--- src/rtl/fmc_pkg.sv ---
/*
  Shared constants and types of the flame monitor configuration checker:
  timing, register offsets, field positions, reset values and the
  checker state encoding.
  Assumes a single 100 MHz clock.
*/
package fmc_pkg;

  // timing
  localparam int CLK_PERIOD_NS = 10;
  localparam int TICK_TIME_NS = 1_000_000;
  localparam int TICK_CYCLES = TICK_TIME_NS / CLK_PERIOD_NS;
  localparam int MISMATCH_TIME_MS = 8000;
  localparam int MISMATCH_TICKS = MISMATCH_TIME_MS * (1_000_000 / TICK_TIME_NS);
  localparam int DIV_W = 17;
  localparam int MS_W = 13;

  // synchroniser width: two banks, address switch, range line, thresholds
  localparam int SYNC_W = 40;

  // register port
  localparam int ADDR_W = 4;
  localparam int DATA_W = 16;
  localparam logic [3:0] REG_STATUS = 4'h0;
  localparam logic [3:0] REG_MASK = 4'h1;
  localparam logic [3:0] REG_STATE = 4'h2;
  localparam logic [3:0] REG_CONFIG = 4'h3;

  // event bits, shared by status and mask
  localparam int EVT_W = 5;
  localparam int EV_MISMATCH = 0;
  localparam int EV_SHUTDOWN = 1;
  localparam int EV_FLAME_ON = 2;
  localparam int EV_FLAME_OFF = 3;
  localparam int EV_LINE_BREAK = 4;
  localparam logic [4:0] STATUS_RST = 5'h00;
  localparam logic [4:0] MASK_RST = 5'h00;

  // gain switch layout: position n sits in bit n-1
  localparam int SAFETY_LSB = 0;
  localparam int RANGE_A_LSB = 2;
  localparam int RANGE_B_LSB = 5;
  localparam logic [3:0] CURVE_TOP = 4'h8;

  // bus address: switch value plus one gives 1..64
  localparam logic [6:0] ADDR_BASE = 7'h01;
  localparam logic [6:0] ADDR_MAX = 7'h40;

  // config register field positions
  localparam int CFG_SAFETY_LSB = 4;
  localparam int CFG_ADDR_LSB = 6;

  typedef enum logic [2:0] {
    ST_AGREE = 3'b001,
    ST_MISMATCH = 3'b010,
    ST_SHUTDOWN = 3'b100
  } fmc_chk_t;

endpackage

--- src/rtl/fmc_sync3.sv ---
/*
  Three-stage input synchroniser with agreement filter.
  Assumes asynchronous inputs; an output bit follows only once stages two
  and three agree, so a single metastable sample never reaches the logic.
*/
`timescale 1ns/100ps
module fmc_sync3 #(
  parameter int WIDTH = fmc_pkg::SYNC_W
) (
  input wire logic clk,
  input wire logic rst_n,
  input wire logic [WIDTH-1:0] d,
  output logic [WIDTH-1:0] q
);
  import fmc_pkg::*;

  typedef struct packed {
    logic [WIDTH-1:0] s1;
    logic [WIDTH-1:0] s2;
    logic [WIDTH-1:0] s3;
    logic [WIDTH-1:0] q;
  } fmc_sync_t;

  fmc_sync_t state_ff;
  fmc_sync_t nxt_state;

  always_comb
  begin
    nxt_state = state_ff;
    nxt_state.s1 = d;
    nxt_state.s2 = state_ff.s1;
    nxt_state.s3 = state_ff.s2;
    for (int i = 0; i < WIDTH; i++)
    begin
      if (state_ff.s2[i] == state_ff.s3[i])
      begin
        nxt_state.q[i] = state_ff.s3[i];
      end
    end
  end

  always_ff @(posedge clk or negedge rst_n)
  begin
    if (!rst_n)
    begin
      state_ff <= '0;
    end
    else
    begin
      state_ff <= nxt_state;
    end
  end

  assign q = state_ff.q;

endmodule // fmc_sync3

--- src/rtl/fmc_config_check.sv ---
/*
  Configuration switch decoder and cross-checker of a dual-channel flame
  monitor: gain curve decode, bank mismatch timing with error shutdown,
  range selection with fail-safe, bus address, flame relay and indicator,
  and a small register port with a masked interrupt.
  Assumes switch and line inputs are asynchronous pins, the measured
  intensity and flicker codes come from logic on MCLK.
*/
`timescale 1ns/100ps
module fmc_config_check #(
  parameter int unsigned TICK_CYC = fmc_pkg::TICK_CYCLES,
  parameter int unsigned MISMATCH_TICKS = fmc_pkg::MISMATCH_TICKS
) (
  input wire logic MCLK,
  input wire logic RST_N,
  input wire logic [7:0] GAIN_BANK_ONE,
  input wire logic [7:0] GAIN_BANK_TWO,
  input wire logic [5:0] BUS_ADDRESS_SWITCH,
  input wire logic RANGE_B_REQ,
  input wire logic RANGE_LINE_OK,
  input wire logic [3:0] INT_THR_A,
  input wire logic [3:0] FLK_THR_A,
  input wire logic [3:0] INT_THR_B,
  input wire logic [3:0] FLK_THR_B,
  input wire logic [3:0] MEAS_INTENSITY,
  input wire logic [3:0] MEAS_FLICKER,
  input wire logic [fmc_pkg::ADDR_W-1:0] REG_ADDR,
  input wire logic [fmc_pkg::DATA_W-1:0] REG_WDATA,
  input wire logic REG_WE,
  input wire logic REG_RE,
  output logic [fmc_pkg::DATA_W-1:0] REG_RDATA,
  output logic [3:0] GAIN_CURVE_A,
  output logic [3:0] GAIN_CURVE_B,
  output logic [3:0] GAIN_CURVE,
  output logic [1:0] SAFETY_SEL,
  output logic RANGE_B_ACTIVE,
  output logic [3:0] INT_THR_ACT,
  output logic [3:0] FLK_THR_ACT,
  output logic SWITCH_ERR_LED,
  output logic ERROR_SHUTDOWN,
  output logic [6:0] MB_ADDR,
  output logic FLAME_RELAY,
  output logic FLAME_LED_GREEN,
  output logic IRQ
);
  import fmc_pkg::*;

  typedef struct packed {
    fmc_chk_t chk;
    logic [DIV_W-1:0] div;
    logic [MS_W-1:0] ms;
    logic [3:0] curve_a;
    logic [3:0] curve_b;
    logic [3:0] curve;
    logic [1:0] safety;
    logic range_b;
    logic [3:0] int_thr;
    logic [3:0] flk_thr;
    logic relay;
    logic err_led;
    logic [6:0] addr;
    logic line_ok_d;
    logic [EVT_W-1:0] status;
    logic [EVT_W-1:0] mask;
    logic irq;
    logic [DATA_W-1:0] rdata;
  } fmc_state_t;

  fmc_state_t state_ff;
  fmc_state_t nxt_state;
  logic [SYNC_W-1:0] sync_q;
  logic [7:0] bank_one;
  logic [7:0] bank_two;
  logic [5:0] addr_sw;
  logic range_req;
  logic line_ok;
  logic [3:0] int_thr_a;
  logic [3:0] flk_thr_a;
  logic [3:0] int_thr_b;
  logic [3:0] flk_thr_b;
  logic bank_eq;
  logic tick;
  logic flame_now;
  logic [EVT_W-1:0] evt;
  logic [EVT_W-1:0] w1c;

  fmc_sync3 #(
    .WIDTH(SYNC_W)
  ) u_sync (
    .clk(MCLK),
    .rst_n(RST_N),
    .d({GAIN_BANK_ONE, GAIN_BANK_TWO, BUS_ADDRESS_SWITCH, RANGE_B_REQ,
        RANGE_LINE_OK, INT_THR_A, FLK_THR_A, INT_THR_B, FLK_THR_B}),
    .q(sync_q)
  );

  assign {bank_one, bank_two, addr_sw, range_req, line_ok, int_thr_a,
          flk_thr_a, int_thr_b, flk_thr_b} = sync_q;

  // whole bytes compared: positions 1 and 2 are checked and decoded to SAFETY_SEL
  assign bank_eq = bank_one == bank_two;
  assign tick = state_ff.div == DIV_W'(TICK_CYC - 1);
  // flicker threshold zero switches the flicker test off
  assign flame_now = (MEAS_INTENSITY > state_ff.int_thr) &&
                     ((state_ff.flk_thr == 4'h0) ||
                      (MEAS_FLICKER > state_ff.flk_thr));
  assign w1c = (REG_WE && REG_ADDR == REG_STATUS) ?
               REG_WDATA[EVT_W-1:0] : '0;

  always_comb
  begin
    nxt_state = state_ff;
    evt = '0;
    unique case (state_ff.chk)
      ST_AGREE:
      begin
        if (!bank_eq)
        begin
          nxt_state.chk = ST_MISMATCH;
          nxt_state.div = '0;
          nxt_state.ms = '0;
          evt[EV_MISMATCH] = 1'b1;
        end
        else
        begin
          // curves only follow a settled, agreeing pair of banks
          nxt_state.curve_a = CURVE_TOP -
            {1'b0, bank_one[RANGE_A_LSB +: 3]};
          nxt_state.curve_b = CURVE_TOP -
            {1'b0, bank_one[RANGE_B_LSB +: 3]};
          nxt_state.safety = bank_one[SAFETY_LSB +: 2];
        end
      end
      ST_MISMATCH:
      begin
        if (bank_eq)
        begin
          nxt_state.chk = ST_AGREE;
          nxt_state.div = '0;
          nxt_state.ms = '0;
        end
        else if (tick)
        begin
          nxt_state.div = '0;
          if (state_ff.ms == MS_W'(MISMATCH_TICKS - 1))
          begin
            nxt_state.chk = ST_SHUTDOWN;
            evt[EV_SHUTDOWN] = 1'b1;
          end
          else
          begin
            nxt_state.ms = state_ff.ms + MS_W'(1);
          end
        end
        else
        begin
          nxt_state.div = state_ff.div + DIV_W'(1);
        end
      end
      ST_SHUTDOWN:
      begin
        // latched until reset: a safety shutdown is never self-clearing
        nxt_state.chk = ST_SHUTDOWN;
      end
    endcase
    nxt_state.err_led = nxt_state.chk != ST_AGREE;

    // range choice; a broken line falls back to set A
    nxt_state.range_b = line_ok && range_req;
    nxt_state.curve = nxt_state.range_b ?
                      nxt_state.curve_b : nxt_state.curve_a;
    nxt_state.int_thr = nxt_state.range_b ? int_thr_b : int_thr_a;
    nxt_state.flk_thr = nxt_state.range_b ? flk_thr_b : flk_thr_a;

    nxt_state.addr = {1'b0, addr_sw} + ADDR_BASE;
    nxt_state.relay = flame_now && nxt_state.chk != ST_SHUTDOWN;
    evt[EV_FLAME_ON] = nxt_state.relay && !state_ff.relay;
    evt[EV_FLAME_OFF] = !nxt_state.relay && state_ff.relay;
    nxt_state.line_ok_d = line_ok;
    evt[EV_LINE_BREAK] = state_ff.line_ok_d && !line_ok;

    // set wins over a same-cycle write-one-to-clear
    nxt_state.status = (state_ff.status & ~w1c) | evt;
    if (REG_WE && REG_ADDR == REG_MASK)
    begin
      nxt_state.mask = REG_WDATA[EVT_W-1:0];
    end
    nxt_state.irq = |(nxt_state.status & nxt_state.mask);

    nxt_state.rdata = '0;
    if (REG_RE)
    begin
      unique case (REG_ADDR)
        REG_STATUS: nxt_state.rdata = DATA_W'(state_ff.status);
        REG_MASK: nxt_state.rdata = DATA_W'(state_ff.mask);
        REG_STATE: nxt_state.rdata = DATA_W'({state_ff.chk,
          state_ff.range_b, state_ff.line_ok_d, state_ff.err_led,
          state_ff.chk == ST_SHUTDOWN, state_ff.relay});
        REG_CONFIG:
        begin
          nxt_state.rdata[3:0] = state_ff.curve;
          nxt_state.rdata[CFG_SAFETY_LSB +: 2] = state_ff.safety;
          nxt_state.rdata[CFG_ADDR_LSB +: 7] = state_ff.addr;
        end
        default: nxt_state.rdata = '0;
      endcase
    end
  end

  always_ff @(posedge MCLK or negedge RST_N)
  begin
    if (!RST_N)
    begin
      state_ff <= '{chk: ST_AGREE, curve_a: CURVE_TOP, curve_b: CURVE_TOP,
                    curve: CURVE_TOP, addr: ADDR_BASE, status: STATUS_RST,
                    mask: MASK_RST, default: '0};
    end
    else
    begin
      state_ff <= nxt_state;
    end
  end

  assign REG_RDATA = state_ff.rdata;
  assign GAIN_CURVE_A = state_ff.curve_a;
  assign GAIN_CURVE_B = state_ff.curve_b;
  assign GAIN_CURVE = state_ff.curve;
  assign SAFETY_SEL = state_ff.safety;
  assign RANGE_B_ACTIVE = state_ff.range_b;
  assign INT_THR_ACT = state_ff.int_thr;
  assign FLK_THR_ACT = state_ff.flk_thr;
  assign SWITCH_ERR_LED = state_ff.err_led;
  // one-hot state: the shutdown code's own bit is a flop, no decode needed
  assign ERROR_SHUTDOWN = state_ff.chk[2];
  assign MB_ADDR = state_ff.addr;
  assign FLAME_RELAY = state_ff.relay;
  assign FLAME_LED_GREEN = state_ff.relay;
  assign IRQ = state_ff.irq;
endmodule // fmc_config_check

--- config.mk ---
export PLATFORM = sky130hd
export DESIGN_NAME = fmc_config_check
export DESIGN_NICKNAME = d
export VERILOG_FILES = /design/src/rtl/fmc_pkg.sv /design/src/rtl/fmc_sync3.sv /design/src/rtl/fmc_config_check.sv
export SDC_FILE = /design/constraint.sdc
export NUM_CORES = 1
export LEC_CHECK = 0
export BUFFER_PORTS_ARGS = -buffer_cell sky130_fd_sc_hd__buf_2
export CAP_MARGIN = 10
export CORE_MARGIN = 1
export CORE_UTILIZATION = 60
export CTS_CLUSTER_SIZE = 16
export DETAILED_ROUTE_END_ITERATION = 12
export PLACE_DENSITY = 0.82
export SKIP_LAST_GASP = 1
export SLEW_MARGIN = 30
export SYNTH_ARGS = -nofsm -noshare
export SYNTH_HDL_FRONTEND = slang
export SYNTH_SLANG_ARGS = --single-unit
--- constraint.sdc ---
create_clock -name MCLK -period 5.9 [get_ports MCLK]
set_input_delay 0.885 -clock MCLK [delete_from_list [all_inputs] [get_ports MCLK]]
set_output_delay 0.885 -clock MCLK [all_outputs]
set_load 0.02 [all_outputs]
==> results of run 1 <==
-- area by class of cell --
cell class | instances | share of cell area [%]
sequential | 250 | 60.0
multi-input combinational | 355 | 24.1
clock buffer | 31 | 6.29
timing repair buffer | 110 | 5.54
tap | 188 | 2.25
inverter | 30 | 1.08
clock inverter | 8 | 0.731
-- metal layers --
metal | vias to the layer above | track usage (%) | routed length (µm) | part of all wire (%)
li1 | 2509 | - | - | -
met1 | 2783 | 31.4 | 7430 | 43
met2 | 180 | 38.7 | 8820 | 51
met3 | 34 | 3.63 | 832 | 4.8
met4 | 0 | 6.17 | 352 | 2.0
met5 | - | 0 | 0 | 0
-- report_power, final --
group	switching (mW)	leakage (nW)	internal (mW)
clock network	0.610	0.367	0.825
logic	0.190	1.46	0.145
registers	0.105	3.02	1.85
-- cell usage after synthesis (all sizes together), types with 2 or more instances --
| library cell | instances | area share, % |
|---|---|---|
| and4 | 4 | 0.38 |
| ha | 13 | 1.8 |
| nor3 | 16 | 0.92 |
| a21oi | 26 | 1.4 |
| mux2i | 2 | 0.22 |
| nor2b | 3 | 0.20 |
| or3 | 14 | 0.94 |
| maj3 | 40 | 4.3 |
| a21o | 5 | 0.40 |
| nor4b | 2 | 0.42 |
| o21a | 2 | 0.16 |
| nand4bb | 2 | 0.24 |
| nor2 | 21 | 0.88 |
| a21boi | 2 | 0.16 |
| a22o | 2 | 0.19 |
| nand4 | 6 | 0.40 |
| buf | 51 | 4.1 |
| nand2b | 3 | 0.20 |
| inv | 30 | 1.2 |
| o21ai | 34 | 1.8 |
| xnor2 | 13 | 1.2 |
| clkbuf | 7 | 0.28 |
| nor4 | 4 | 0.50 |
| or4 | 4 | 0.32 |
| and3 | 12 | 0.81 |
| nand3 | 26 | 1.4 |
| dfrtp | 245 | 66 |
| o31ai | 6 | 0.54 |
| a22oi | 8 | 0.65 |
| nand2 | 37 | 1.5 |
| mux2 | 31 | 3.8 |
| dfstp | 5 | 1.4 |
| o211ai | 3 | 0.24 |
-- cells by family after synthesis --
group,count (synthesis),synth area share (%)
buffers and inverters,88,5.56
adder cells (fa/ha/maj),53,6.06
flip-flops,250,67.4
multiplexers,33,3.97
AND/OR/NAND/NOR,159,9.55
AO/OA/AOI/OAI,93,6.05
other,1,0.0404
XOR/XNOR,14,1.32
-- sequential cells by signal (all words and copies together), names as in the netlist, 2 cells and up --
register and count:
FLK_THR_ACT 4, GAIN_CURVE 4, GAIN_CURVE_A 4, GAIN_CURVE_B 4, INT_THR_ACT 4, MB_ADDR 7
REG_RDATA 13, SAFETY_SEL 2, state_ff 43, u_sync.nxt_state 80, u_sync.q 40, u_sync.state_ff 40
-- per-stage QoR --
| stage | utilization (%) | power [mW] |
|---|---|---|
| floorplan | - | 2.18 |
| CTS | 68.9 | 3.75 |
| global route | 68.9 | 3.87 |
| detailed placement | 64.1 | 2.31 |
| finish | 68.9 | 3.72 |
| global placement | 64.1 | 2.28 |
-- how the worst min path moves through the flow --
stage,to,slack [ns],from,depth (start not counted)
CTS,u_sync.nxt_state[79],0.35,u_sync.nxt_state[119],0
global placement,u_sync.nxt_state[69],0.33,u_sync.nxt_state[109],0
global route,u_sync.nxt_state[48],0.35,u_sync.nxt_state[88],0
floorplan,u_sync.nxt_state[40],0.33,u_sync.nxt_state[80],0
detailed placement,u_sync.nxt_state[78],0.33,u_sync.nxt_state[118],0
finish,u_sync.nxt_state[79],0.34,u_sync.nxt_state[119],0
==> flow_results.xml, run 1 <==
<?xml version="1.0" encoding="UTF-8"?>
<metrics>
  <group name="layout">
    <metric name="final_cell_count_no_fill" unit="">972</metric>
    <metric name="fin_nets" unit="">856</metric>
    <metric name="n_antenna_cell" unit="">0</metric>
    <metric name="layout_commonest_cell" unit="">sky130_fd_sc_hd__dfrtp_1</metric>
    <metric name="area.growth.synth_to_final" unit="%">12.4</metric>
    <metric name="final_cell_mix" unit="">sky130_fd_sc_hd__dfrtp_1 (245), sky130_fd_sc_hd__buf_2 (107), sky130_fd_sc_hd__maj3_1 (40)</metric>
    <metric name="layout.cell_area.non_filler" unit="mm²">0.0104</metric>
    <metric name="final_layout_size_suffix_gt1_share" unit="%">24.4</metric>
    <metric name="nFillCells" unit="">978</metric>
    <metric name="combined_area_of_the_multi_input_logic_cells" unit="mm²">0.00252</metric>
    <metric name="seqCellArea" unit="mm²">0.00626</metric>
  </group>
  <group name="placement">
    <metric name="placed_cell_area" unit="mm²">0.00970</metric>
    <metric name="place_inst" unit="">933</metric>
    <metric name="pre_cts_slack" unit="ns">3.10</metric>
    <metric name="place_hpwl" unit="µm">11400</metric>
    <metric name="place.gp.congestion" unit="">0.867</metric>
    <metric name="port_buffers" unit="">108</metric>
  </group>
  <group name="global_route">
    <metric name="largest_net_degree_at_the_start_of_global_routing" unit="">139</metric>
    <metric name="grt_first_pass_wirelength" unit="µm">28800</metric>
    <metric name="grt_antenna_before_repair" unit="">0</metric>
    <metric name="track_usage" unit="%">22.9</metric>
    <metric name="overflow" unit="">0</metric>
    <metric name="grt_pass1_vias" unit="">5671</metric>
  </group>
  <group name="cts">
    <metric name="worst_setup_hold_path_clk_slew" unit="ns">0.06</metric>
    <metric name="clk_latency" unit="ns">0.51</metric>
    <metric name="cts_made_buffers" unit="">24</metric>
    <metric name="clock_sinks" unit="">250</metric>
    <metric name="post_cts_buffers" unit="">0</metric>
    <metric name="cts_tree" unit="">yes</metric>
    <metric name="cts-htree-levels" unit="">1</metric>
    <metric name="cts_resized" unit="">0</metric>
    <metric name="cts.path.max_buffers" unit="">3</metric>
    <metric name="cts_root_buf" unit="">sky130_fd_sc_hd__clkbuf_16</metric>
    <metric name="cts-hold-fix-buffers" unit="">0</metric>
  </group>
  <group name="die">
    <metric name="core.rowCount" unit="">45</metric>
    <metric name="boundaryPins" unit="">123</metric>
    <metric name="die_width" unit="µm">126</metric>
    <metric name="die_h" unit="µm">126</metric>
    <metric name="initial_utilization" unit="%">61.3</metric>
    <metric name="die_area" unit="mm²">0.0160</metric>
    <metric name="fp.coreArea" unit="mm²">0.0151</metric>
  </group>
  <group name="yosys">
    <metric name="syn_area_per_cell" unit="µm²">13.4</metric>
    <metric name="cell_area_after_technology_mapping" unit="mm²">0.00929</metric>
    <metric name="dominantRegCellSynth" unit="">sky130_fd_sc_hd__dfrtp_1</metric>
    <metric name="synth-edff-count" unit="">0</metric>
    <metric name="synth.yosys.seq_area_share" unit="%">67.4</metric>
    <metric name="yosys_register_bits" unit="">250</metric>
    <metric name="yosysWarningCount" unit="">0</metric>
    <metric name="synth_cell_type_count" unit="">57</metric>
    <metric name="postSynth.asyncResetShare" unit="%">100</metric>
    <metric name="synth_cells" unit="">691</metric>
  </group>
  <group name="worst_setup_path">
    <metric name="worst_r2r_endpoint" unit="">state_ff[76]</metric>
    <metric name="worst-path-stages" unit="">6</metric>
    <metric name="reg2reg_slack" unit="ns">3.04</metric>
    <metric name="worstSetupStartpointType" unit="">register</metric>
    <metric name="critical_path.n_buffers_inverters" unit="">0</metric>
    <metric name="worst_setup_path_end_kind" unit="">register</metric>
    <metric name="r2r.worst_path.cells" unit="">6</metric>
    <metric name="crit_path_end" unit="">state_ff[76]</metric>
    <metric name="cpMaxStageDelayCell" unit="">sky130_fd_sc_hd__o21ai_1</metric>
    <metric name="cp_data_required_time" unit="ns">6.30</metric>
    <metric name="cp_cell_sequence" unit="">xnor2_1, nand4_1, o21ai_1, nor2_1, a21o_1, a22o_1</metric>
    <metric name="worstPathArrival" unit="ns">3.27</metric>
    <metric name="slowest_delay" unit="ns">0.83</metric>
    <metric name="rr_startpoint" unit="">u_sync.q[36]</metric>
    <metric name="crit_type" unit="">reg2reg</metric>
    <metric name="crit_path_start" unit="">u_sync.q[36]</metric>
    <metric name="cp_top_family" unit="">compound AO/OA/AOI/OAI gates</metric>
    <metric name="worstPathMaxFanout" unit="">15</metric>
  </group>
  <group name="sta">
    <metric name="fin_worst_hold_slack" unit="ns">0.342</metric>
    <metric name="slew_viol_final" unit="">0</metric>
    <metric name="finalHoldViolCount" unit="">0</metric>
    <metric name="tns" unit="ns">0</metric>
    <metric name="worst_slack" unit="ns">3.04</metric>
    <metric name="timing.clock.skew" unit="ns">0.0114</metric>
    <metric name="setup-violations-final" unit="">0</metric>
    <metric name="finalWorstPathRequiredPeriod" unit="ns">2.86</metric>
    <metric name="worst-slew-pin-transition" unit="ns">1.02</metric>
    <metric name="timing.final.crit_share" unit="%">48.6</metric>
    <metric name="max_freq" unit="GHz">0.349</metric>
    <metric name="unrepaired_setup_endpoints_after_global_routing" unit="">false</metric>
    <metric name="worst_slew_margin_rel" unit="%">31.9</metric>
  </group>
  <group name="routing">
    <metric name="detail_route.vias_per_cell" unit="">5.66</metric>
    <metric name="remaining_drc_errors" unit="">0</metric>
    <metric name="drt_iter0_markers" unit="">429</metric>
    <metric name="detailedRoute.firstPassIterationCount" unit="">5</metric>
    <metric name="wl_per_cell" unit="µm">17.9</metric>
    <metric name="detailroute.via_count" unit="">5506</metric>
    <metric name="postRouteAntennaNets" unit="">0</metric>
    <metric name="drt-total-wl" unit="µm">17400</metric>
  </group>
  <group name="power_and_ir_drop">
    <metric name="p_leak" unit="nW">4.85</metric>
    <metric name="ir_drop" unit="mV">0.240</metric>
    <metric name="pwr_density_cell" unit="mW/mm²">356</metric>
  </group>
  <group name="status">
    <metric name="run_status" unit="">completed</metric>
  </group>
  <group name="run">
    <metric name="max_cap_violations" unit="">0</metric>
  </group>
  <group name="worst_hold_path">
    <metric name="hold_path.class" unit="">reg2reg</metric>
  </group>
</metrics>
Power figures use the tool's default switching activity.
==> inputs of run 2 (changes only) <==
- CORE_UTILIZATION: 60 -> 57
- PLACE_DENSITY: 0.82 -> 0.78
- clock period: 5.9 -> 2.65 ns (I/O delays scaled with it)
==> flow_results.xml, run 2 (synthesized netlist as in run 1, its figures left out) <==
<?xml version="1.0" encoding="UTF-8"?>
<metrics>
  <group name="power_and_ir_drop">
    <metric name="clkPwrFrac" unit="%">38.8</metric>
    <metric name="pwr_density_cell" unit="mW/mm²">763</metric>
    <metric name="fin_total_pwr" unit="mW">8.38</metric>
    <metric name="netSwitchingFraction" unit="%">24.4</metric>
    <metric name="power_frac_comb" unit="%">9.5</metric>
    <metric name="ir_drop" unit="mV">0.815</metric>
    <metric name="seq_power_share" unit="%">51.8</metric>
    <metric name="power_switching" unit="mW">2.04</metric>
    <metric name="cellInternalPower" unit="mW">6.34</metric>
    <metric name="p_leak" unit="nW">5.07</metric>
  </group>
  <group name="worst_setup_path">
    <metric name="r2r.worst_path.cells" unit="">8</metric>
    <metric name="reg2reg_slack" unit="ns">0.38</metric>
    <metric name="cp_data_required_time" unit="ns">3.10</metric>
    <metric name="crit_path_start" unit="">state_ff[73]</metric>
    <metric name="worstPathMaxFanout" unit="">9</metric>
    <metric name="worstSetupStartpointType" unit="">register</metric>
    <metric name="worstPathArrival" unit="ns">2.72</metric>
    <metric name="rr_startpoint" unit="">state_ff[73]</metric>
    <metric name="worst_setup_path_end_kind" unit="">register</metric>
    <metric name="crit_type" unit="">reg2reg</metric>
  </group>
  <group name="worst_hold_path">
    <metric name="hold_path.class" unit="">in2reg</metric>
    <metric name="hold_path_startpoint" unit="">REG_WDATA[4]</metric>
    <metric name="min_path_cells" unit="">2</metric>
  </group>
  <group name="layout">
    <metric name="fin_nets" unit="">904</metric>
    <metric name="n_antenna_cell" unit="">0</metric>
    <metric name="final_cell_mix" unit="">sky130_fd_sc_hd__dfrtp_1 (245), sky130_fd_sc_hd__buf_2 (107), sky130_fd_sc_hd__dlygate4sd3_1 (41)</metric>
    <metric name="layout_commonest_cell" unit="">sky130_fd_sc_hd__dfrtp_1</metric>
    <metric name="final_layout_size_suffix_gt1_share" unit="%">24.0</metric>
    <metric name="largest_register_ff_count" unit="">80</metric>
    <metric name="area.growth.synth_to_final" unit="%">18.3</metric>
  </group>
  <group name="cts">
    <metric name="clk_latency" unit="ns">0.53</metric>
    <metric name="worst_setup_hold_path_clk_slew" unit="ns">0.06</metric>
    <metric name="cts_tree" unit="">yes</metric>
    <metric name="cts_resized" unit="">0</metric>
    <metric name="cts_made_buffers" unit="">24</metric>
    <metric name="cts-htree-levels" unit="">1</metric>
    <metric name="cts_root_buf" unit="">sky130_fd_sc_hd__clkbuf_16</metric>
    <metric name="clock_sinks" unit="">250</metric>
    <metric name="cts.path.max_buffers" unit="">3</metric>
  </group>
  <group name="sta">
    <metric name="finalHoldViolCount" unit="">0</metric>
    <metric name="timing.final.crit_share" unit="%">85.6</metric>
    <metric name="unrepaired_setup_endpoints_after_global_routing" unit="">false</metric>
    <metric name="tns" unit="ns">0</metric>
    <metric name="max_freq" unit="GHz">0.441</metric>
    <metric name="worst-slew-pin-transition" unit="ns">0.668</metric>
    <metric name="fin_worst_hold_slack" unit="ns">0.170</metric>
    <metric name="slew_viol_final" unit="">0</metric>
    <metric name="setup-violations-final" unit="">0</metric>
    <metric name="timing.clock.skew" unit="ns">0.0137</metric>
    <metric name="finalWorstPathRequiredPeriod" unit="ns">2.27</metric>
    <metric name="worst_slew_margin_rel" unit="%">55.4</metric>
  </group>
  <group name="routing">
    <metric name="postRouteAntennaNets" unit="">0</metric>
    <metric name="detailedRoute.firstPassIterationCount" unit="">4</metric>
    <metric name="wl_per_cell" unit="µm">16.6</metric>
    <metric name="drt-total-wl" unit="µm">17500</metric>
    <metric name="drt_iter0_markers" unit="">343</metric>
    <metric name="detailroute.via_count" unit="">5562</metric>
    <metric name="detail_route.vias_per_cell" unit="">5.29</metric>
    <metric name="remaining_drc_errors" unit="">0</metric>
  </group>
  <group name="status">
    <metric name="run_status" unit="">completed</metric>
  </group>
  <group name="run">
    <metric name="max_cap_violations" unit="">0</metric>
  </group>
  <group name="global_route">
    <metric name="grt_first_pass_wirelength" unit="µm">28300</metric>
    <metric name="largest_net_degree_at_the_start_of_global_routing" unit="">95</metric>
    <metric name="track_usage" unit="%">21.6</metric>
    <metric name="grt_pass1_vias" unit="">5806</metric>
    <metric name="grt_antenna_before_repair" unit="">0</metric>
    <metric name="overflow" unit="">0</metric>
  </group>
  <group name="die">
    <metric name="die_area" unit="mm²">0.0168</metric>
    <metric name="initial_utilization" unit="%">58.5</metric>
    <metric name="fp.coreArea" unit="mm²">0.0159</metric>
    <metric name="die_width" unit="µm">130</metric>
    <metric name="boundaryPins" unit="">123</metric>
    <metric name="core.rowCount" unit="">46</metric>
    <metric name="die_h" unit="µm">130</metric>
  </group>
  <group name="placement">
    <metric name="place_hpwl" unit="µm">11800</metric>
    <metric name="place.gp.congestion" unit="">0.823</metric>
    <metric name="port_buffers" unit="">108</metric>
  </group>
</metrics>
## run 2: changes by cell type in the layout (fill, tap and decap cells not counted)
cell and delta:
sky130_fd_sc_hd__clkinv_16 +1, sky130_fd_sc_hd__buf_4 +6, sky130_fd_sc_hd__dlygate4sd3_1 +41, sky130_fd_sc_hd__clkbuf_1 +1
sky130_fd_sc_hd__o21ai_2 -1, sky130_fd_sc_hd__o21ai_1 +1, sky130_fd_sc_hd__clkinvlp_4 +1, sky130_fd_sc_hd__clkinv_2 +2
sky130_fd_sc_hd__nor2_1 -1, sky130_fd_sc_hd__buf_12 +1, sky130_fd_sc_hd__clkinv_8 -1, sky130_fd_sc_hd__nor2_2 +1
## run 2: path summary, 6_finish.rpt
check	end
min	state_ff[21]
max reg2reg	state_ff[68]
min in group asynchronous	state_ff[70]
min reg2reg	u_sync.nxt_state[74]
max	state_ff[68]
max in group asynchronous	u_sync.state_ff[60]
## run 2: cell type report
cell class / instances / area, µm²
clock buffer: 32 / 661
timing repair buffer: 158 / 1050
sequential: 250 / 6260
clock inverter: 11 / 108
inverter: 30 / 113
tap: 216 / 270
fill: 1105 / 4900
multi-input combinational: 355 / 2520
## run 2: layer usage
layer | global-route usage, % | up-vias | part of all wire [%] | wire length, µm
met1 | 28.4 | 2763 | 43 | 7480
met2 | 36.6 | 143 | 50 | 8770
met5 | 0 | - | 0 | 0
met3 | 4.67 | 33 | 4.9 | 848
met4 | 6.22 | 0 | 2.2 | 380
li1 | - | 2623 | - | -
## run 2: metrics by stage
| stage | cell area, µm² | std cells | setup slack, ns | utilization, % |
|---|---|---|---|---|
| 3_3_place_gp | 9800 | 968 | 0.397 | 61.7 |
| 5_1_grt | 11000 | 1052 | 0.238 | 69.1 |
| 4_1_cts | 11000 | 1052 | 0.317 | 69.1 |
| 3_5_place_dp | 9800 | 968 | 0.315 | 61.7 |
| 2_1_floorplan | 9290 | 693 | 0.635 | - |
| 6_report | 11000 | 1052 | 0.382 | 69.1 |
## run 2: power by group through the flow
stage	combinational [mW]	clock (mW)	sequential, mW
floorplan	0.514	0	4.35
global placement	0.712	0	4.38
detailed placement	0.746	0	4.40
CTS	0.803	3.33	4.34
global route	0.887	3.47	4.37
finish	0.795	3.25	4.34
## run 2: critical path: stages, from the launching register on
cell and delay [ns]:
sky130_fd_sc_hd__dfrtp_1 0.39, sky130_fd_sc_hd__ha_1 0.22, sky130_fd_sc_hd__and3_1 0.24, sky130_fd_sc_hd__nand3_1 0.15
sky130_fd_sc_hd__nor4_2 0.33, sky130_fd_sc_hd__o31ai_2 0.15, sky130_fd_sc_hd__buf_4 0.19, sky130_fd_sc_hd__or4_1 0.46
sky130_fd_sc_hd__nand2_1 0.08
## run 2: timing repair
item	in CTS	in global routing
hold endpoints to repair	102	0
setup buffers	0	0
hold buffers	41	0
setup endpoints to repair	0	0
